==> config.mk <==
export PLATFORM = sky130hd
export DESIGN_NAME = clock_divider_ready_reset_sync
export DESIGN_NICKNAME = d
export VERILOG_FILES = /design/src/logic/clkgen_pkg.sv /design/src/logic/pin_sync.sv /design/src/logic/clock_divider_ready_reset_sync.sv
export SDC_FILE = /design/constraint.sdc
export NUM_CORES = 1
export LEC_CHECK = 0
export ABC_AREA = 1
export BUFFER_PORTS_ARGS = -buffer_cell sky130_fd_sc_hd__buf_2
export CAP_MARGIN = 20
export CORE_MARGIN = 2
export CORE_UTILIZATION = 40
export CTS_BUF_LIST = sky130_fd_sc_hd__clkbuf_8
export DETAILED_ROUTE_END_ITERATION = 10
export REMOVE_ABC_BUFFERS = 1
export SETUP_SLACK_MARGIN = 0.5
export SLEW_MARGIN = 5
export SYNTH_ARGS = -nofsm -noshare
export SYNTH_HDL_FRONTEND = slang
export SYNTH_SLANG_ARGS = --single-unit
==> constraint.sdc <==
create_clock -name CLK -period 1.3 [get_ports CLK]
set_clock_uncertainty 0.15 [all_clocks]
set_input_delay 0 -clock CLK [delete_from_list [all_inputs] [get_ports CLK]]
set_output_delay 0 -clock CLK [all_outputs]
set_load 0.1 [all_outputs]
==> src/logic/clkgen_pkg.sv <==
// shared types and constants for the clock divider with ready and reset sync
package clkgen_pkg;

  // ----------------------------------------------------------------
  // timing
  // ----------------------------------------------------------------
  localparam int CLK_PERIOD_NS = 40; // sampling clock period

  // ----------------------------------------------------------------
  // pin group carried through the input synchroniser
  // ----------------------------------------------------------------
  typedef struct packed {
    logic osc;     // crystal oscillator, digital form
    logic external_freq_in;     // external frequency input
    logic sel;     // source-select strap
    logic clear;   // phase-align clear
    logic req;     // reset request, active low
    logic done1;   // bus done one
    logic done2;   // bus done two
    logic q1_n;    // qualifier one, active low
    logic q2_n;    // qualifier two, active low
    logic depth;   // sync depth select
  } pins_t;

  localparam pins_t PINS_RESET = '0;

  // ----------------------------------------------------------------
  // divide-by-three phase
  // ----------------------------------------------------------------
  typedef enum logic [1:0] {
    PH_HIGH = 2'h0, // processor clock high
    PH_FALL = 2'h1, // first low third
    PH_LOW  = 2'h3  // second low third
  } phase_t;

  localparam phase_t PHASE_RESET = PH_LOW;

  // ----------------------------------------------------------------
  // main state
  // ----------------------------------------------------------------
  typedef struct packed {
    phase_t ph;
    logic src_prev;
    logic proc_clk;
    logic periph_clk;
    logic osc_tap;
    logic proc_reset;
    logic rdy_one;
    logic rdy_two;
  } state_t;

  localparam logic PROC_RESET_INIT = 1'h1;
  localparam logic CLOCK_INIT = 1'h0;
  localparam logic READY_INIT = 1'h0;

endpackage : clkgen_pkg

==> src/logic/pin_sync.sv <==
// two flip-flop synchroniser for the pin group
`timescale 1ns/10ps

module pin_sync
(
  input wire logic clk,
  input wire logic rst_n,
  input wire clkgen_pkg::pins_t d,
  output clkgen_pkg::pins_t q
);

  typedef struct packed {
    clkgen_pkg::pins_t meta;
    clkgen_pkg::pins_t stable;
  } sync_t;

  sync_t s_q;
  sync_t s_d;

  // ----------------------------------------------------------------
  // next state
  // ----------------------------------------------------------------
  // meta only feeds stable
  always_comb
  begin
    s_d = s_q;
    s_d.meta = d;
    s_d.stable = s_q.meta;
  end

  // synchronous reset register
  always_ff @(posedge clk)
  begin
    if (!rst_n)
    begin
      s_q.meta <= clkgen_pkg::PINS_RESET;
      s_q.stable <= clkgen_pkg::PINS_RESET;
    end
    else
    begin
      s_q <= s_d;
    end
  end

  assign q = s_q.stable;

endmodule : pin_sync

==> src/logic/clock_divider_ready_reset_sync.sv <==
// clock divider, reset synchroniser and ready synchroniser
`timescale 1ns/10ps

// How it works
// - processor reset output is active high and follows the reset request
// - clear input high holds divider phase; low lets it count again
// - divide selected source by three giving one-third high processor clock
// - static strap picks crystal oscillator or external frequency input
// - strap low uses oscillator, strap high uses external input
// - oscillator copy always appears on the tap output
// - peripheral clock is half processor clock at fifty percent duty
// - reset request is registered on processor clock falling edge
// - each bus done counts only while its low qualifier is asserted
// - two-stage mode: rise via first flop then second flop
// - two-stage mode: falling request clears second flop directly
// - select high bypasses first flop, second flop samples on fall
// - depth select may change every bus cycle and applies at once
// - ready clears only on a falling edge, after processor hold
module clock_divider_ready_reset_sync
(
  input wire logic CLK,
  input wire logic RST_N,
  input wire logic OSC_SOURCE,
  input wire logic EXTERNAL_FREQ_IN,
  input wire logic SOURCE_SELECT,
  input wire logic PHASE_ALIGN_CLEAR,
  input wire logic RESET_REQUEST_IN,
  input wire logic BUS_DONE_ONE,
  input wire logic BUS_DONE_TWO,
  input wire logic QUALIFIER_ONE_N,
  input wire logic QUALIFIER_TWO_N,
  input wire logic SYNC_DEPTH_SELECT,
  output logic PROC_CLK,
  output logic PERIPH_CLK,
  output logic OSC_TAP,
  output logic PROC_RESET,
  output logic READY
);

  // ----------------------------------------------------------------
  // pin synchronisation
  // ----------------------------------------------------------------
  clkgen_pkg::pins_t pins_raw;
  clkgen_pkg::pins_t p;

  // gather pins into the carrier
  always_comb
  begin
    pins_raw.osc = OSC_SOURCE;
    pins_raw.external_freq_in = EXTERNAL_FREQ_IN;
    pins_raw.sel = SOURCE_SELECT;
    pins_raw.clear = PHASE_ALIGN_CLEAR;
    pins_raw.req = RESET_REQUEST_IN;
    pins_raw.done1 = BUS_DONE_ONE;
    pins_raw.done2 = BUS_DONE_TWO;
    pins_raw.q1_n = QUALIFIER_ONE_N;
    pins_raw.q2_n = QUALIFIER_TWO_N;
    pins_raw.depth = SYNC_DEPTH_SELECT;
  end

  pin_sync u_sync
  (
    .clk(CLK),
    .rst_n(RST_N),
    .d(pins_raw),
    .q(p)
  );

  // ----------------------------------------------------------------
  // helpers
  // ----------------------------------------------------------------
  // qualified ready request
  function automatic logic ready_request(input clkgen_pkg::pins_t v);
    ready_request = (v.done1 & ~v.q1_n) | (v.done2 & ~v.q2_n);
  endfunction : ready_request

  // selected divider source
  function automatic logic source_of(input clkgen_pkg::pins_t v);
    source_of = v.sel ? v.external_freq_in : v.osc;
  endfunction : source_of

  clkgen_pkg::state_t s_q;
  clkgen_pkg::state_t s_d;
  logic src_now;
  logic src_rise;
  logic proc_rise;
  logic proc_fall;
  logic rdy_req;

  // source edge and divider events
  always_comb
  begin
    src_now = source_of(p);
    src_rise = src_now & ~s_q.src_prev;
    proc_rise = src_rise & ~p.clear & (s_q.ph == clkgen_pkg::PH_LOW);
    proc_fall = src_rise & ~p.clear & (s_q.ph == clkgen_pkg::PH_HIGH);
    rdy_req = ready_request(p);
  end

  // ----------------------------------------------------------------
  // next state
  // ----------------------------------------------------------------
  always_comb
  begin
    s_d = s_q;
    s_d.src_prev = src_now;
    s_d.osc_tap = p.osc;
    if (p.clear)
    begin
      s_d.ph = clkgen_pkg::PH_LOW;
    end
    else if (src_rise)
    begin
      case (s_q.ph)
        clkgen_pkg::PH_HIGH: s_d.ph = clkgen_pkg::PH_FALL;
        clkgen_pkg::PH_FALL: s_d.ph = clkgen_pkg::PH_LOW;
        clkgen_pkg::PH_LOW: s_d.ph = clkgen_pkg::PH_HIGH;
        default: s_d.ph = clkgen_pkg::PHASE_RESET;
      endcase
    end
    s_d.proc_clk = (s_d.ph == clkgen_pkg::PH_HIGH);
    if (proc_fall)
    begin
      s_d.periph_clk = ~s_q.periph_clk;
    end
    if (proc_fall)
    begin
      s_d.proc_reset = ~p.req;
    end
    if (proc_rise)
    begin
      s_d.rdy_one = rdy_req;
    end
    if (proc_fall)
    begin
      if (p.depth)
      begin
        s_d.rdy_two = rdy_req;
      end
      else
      begin
        s_d.rdy_two = s_q.rdy_one & rdy_req;
      end
    end
  end

  // state register, synchronous reset
  always_ff @(posedge CLK)
  begin
    if (!RST_N)
    begin
      s_q.ph <= clkgen_pkg::PHASE_RESET;
      s_q.src_prev <= clkgen_pkg::CLOCK_INIT;
      s_q.proc_clk <= clkgen_pkg::CLOCK_INIT;
      s_q.periph_clk <= clkgen_pkg::CLOCK_INIT;
      s_q.osc_tap <= clkgen_pkg::CLOCK_INIT;
      s_q.proc_reset <= clkgen_pkg::PROC_RESET_INIT;
      s_q.rdy_one <= clkgen_pkg::READY_INIT;
      s_q.rdy_two <= clkgen_pkg::READY_INIT;
    end
    else
    begin
      s_q <= s_d;
    end
  end

  // ----------------------------------------------------------------
  // outputs
  // ----------------------------------------------------------------
  assign PROC_CLK = s_q.proc_clk;
  assign PERIPH_CLK = s_q.periph_clk;
  assign OSC_TAP = s_q.osc_tap;
  assign PROC_RESET = s_q.proc_reset;
  assign READY = s_q.rdy_two;
endmodule : clock_divider_ready_reset_sync

==> metrics.yaml <==
outcome:
  status: "finished with violations"
  violations: "hold timing"
flow_run:
  maxCapViolations: 0
place:
  io_buffer_count: 16
  dpl.hpwl_mm: 1.03
  gp_congestion: 0.704
logic_synthesis:
  dominantRegCellSynth: "dfxtp_1"
  postSynthCellCount: 125
  synth_area_leaders: "dfxtp_1 56%, inv_1 12%, nand2_1 12%, ha_1 3.6%, nor2_1 3.3%"
  async_reset_ff_frac: 0
  yosysTopAreaCell: "dfxtp_1"
  ys_top_cells_by_count: "34 x inv_1, 34 x nand2_1, 29 x dfxtp_1, 9 x nor2_1"
  synth_area_sq_um: 1030
  ys_seq_elements: 29
  ys_types: 17
  yosysSeqAreaShare: 0.564
  synth_top_area_frac: 0.564
  yosys_warnings: 0
  synth_area_per_cell_sq_um: 8.23
  synth_edf_count: 0
drt:
  wire_per_inst_microns: 8.54
  drtAntennaViolNets: 0
  first_pass_iters: 5
  drt-initial-drc-count: 8
  vias: 783
  via_per_inst: 4.10
  remaining_drc_errors: 0
  finalWirelength_mm: 1.63
floorplanning:
  design.core.area_sq_um: 2450
  die_area_sq_um: 2990
  die_h_microns: 54.7
  die_x_microns: 54.7
  ios: 17
  rows: 18
  start_util: 0.419
setup_path:
  cp_slowest_stage_delay_ns: 0.32
  timing.rr.end: "PERIPH_CLK"
  timing.rr.start: "u_sync.q[7]"
  crit_type: "reg2reg"
  crit_arrival_ns: 1.13
  crit_chain: "inv_2 > nand2_2 > nand2_4 > nand4_4 > o21bai_1 > nor2_1"
  critPathCaptureType: "flip-flop"
  start_kind: "flip-flop"
  cp.required_ns: 1.32
  path_max_fanout: 6
  cp_top_family: "simple AND/OR/NAND/NOR gates"
  reg2reg_depth: 6
  crit_slowest_cell: "dfxtp_2"
  rrSetupSlack_ns: 0.19
  cp_num_buf_inv: 1
finish:
  diodes: 0
  nFillCells: 208
  multiInputGateArea_sq_um: 324
  syn_to_final_growth_pct: 45.3
  drive_gt1_frac: 0.311
  regArea_sq_um: 591
  nets: 176
global_routing:
  grt_pass1_wl_mm: 2.76
  grt_max_degree: 16
  grt.overflow.total: 0
  grt_usage: 0.139
  grt_pass1_vias: 720
  antenna_found_initial: 0
timing:
  slew-limit-headroom: 0.841
  timing.fmax_ghz: 0.901
  fin_crit_ns: 1.11
  finalSetupViolations: 0
  hold_viol: 10
  finalMaxSlewViolations: 0
  grt_setup_unrepaired: "true"
  timing.hold.ws_ns: -0.115
  worstMarginPinSlew_ns: 0.237
  final.period_utilization: 0.854
clock_tree:
  cts_tree: "built"
  clkTransAtPathRegs_ns: 0.06
  cts_buffers: 5
  cts-root-buf: "clkbuf_8"
  cts.sinks: 29
  cts_buffer_depth: 2
  htreeDepth: 2
  insertion_delay_ns: 0.27
  postCtsHoldBufs: 10
pwr:
  p_per_area_nw_per_um2: 1310
  p_total_w: 0.00196
  irDropWorstVdd_uv: 1020
  p_leak_nw: 0.829
min_path:
  hold_end: "u_sync.q[5]"
  min_path_type: "in2reg"
  hold_depth: 3
  min_from: "RST_N"
routing by layer:
| metal | routed length (microns) | GRT usage |
|---|---|---|
| met4 | 36 | 0.100 |
| met5 | 0 | 0 |
| met2 | 833 | 0.232 |
| met1 | 670 | 0.143 |
| met3 | 91 | 0.0492 |
flip-flops by register name, indices dropped and copies added (netlist names):
name / flops
READY: 1
s_q: 4
PROC_RESET: 1
PROC_CLK: 1
u_sync.s_d: 10
u_sync.q: 10
PERIPH_CLK: 1
OSC_TAP: 1
worst min-delay path, stage by stage:
cell	delay, ns
buf_2	0.16
nand2_1	0.07
inv_1	0.03
cell type report:
class                           count  area share
Multi-Input combinational cell     58       0.217
Clock buffer                        5      0.0461
Sequential cell                    29       0.395
Tap cell                           30      0.0251
Timing Repair Buffer               32       0.204
Inverter                           35      0.0896
Clock inverter                      2      0.0235
layout by cell type, fill, tap and decap left out, types with 2 or more instances in the layout:
cell	n
nand4_1	2
inv_1	32
dlygate4sd3_1	10
nand2_2	4
clkbuf_8	5
inv_2	2
dfxtp_1	21
buf_2	11
nand2_4	2
nand2_1	31
buf_4	5
nor2_1	9
dfxtp_2	8
buf_12	5
cell families (layout without fill, tap and decap cells):
family,after synthesis,in the layout,synth area share
buffers and inverters,38,74,0.142
AND/OR/NAND/NOR,51,51,0.232
AO/OA/AOI/OAI,4,4,0.0243
flip-flops,29,29,0.564
adder cells (fa/ha/maj),3,3,0.0365
per-stage QoR:
| stage | std cells | TNS [ns] | area [sq um] | setup slack, ns | util |
|---|---|---|---|---|---|
| final | 191 | 0 | 1490 | 0.190 | 0.609 |
| after global routing | 191 | 0 | 1490 | 0.114 | 0.609 |
| after CTS | 191 | 0 | 1490 | 0.182 | 0.608 |
| after detailed placement | 169 | 0 | 1140 | 0.0827 | 0.464 |
| after global placement | 169 | 0 | 1140 | 0.126 | 0.464 |
| after floorplan | 122 | -0.360 | 1010 | -0.217 | - |
repair_timing:
| item | CTS | global route |
|---|---|---|
| pin swaps | 7 | 1 |
| setup buffers | 5 | 0 |
| gates resized for setup | 37 | 1 |
| hold endpoints to repair | 19 | 9 |
| setup endpoints to repair | 12 | 13 |
power by group:
part	internal (W)	switching (W)	total, W
Sequential	0.000927	0.0000135	0.000941
Combinational	0.0000751	0.0000763	0.000151
Clock	0.000555	0.000315	0.000870
Total	0.00156	0.000404	0.00196
how the worst max path moves through the flow:
stage / from / end / slack, ns / depth (start not counted)
6_report: u_sync.q[7] / PERIPH_CLK / 0.19 / 6
5_1_grt: u_sync.q[7] / s_q[1] / 0.11 / 7
4_1_cts: u_sync.q[7] / READY / 0.18 / 7
3_5_place_dp: s_q[7] / PROC_RESET / 0.08 / 6
3_3_place_gp: s_q[7] / PROC_RESET / 0.13 / 6
2_1_floorplan: PERIPH_CLK / PERIPH_CLK / -0.22 / 3
Note: power is estimated with default switching activity, not from simulation.
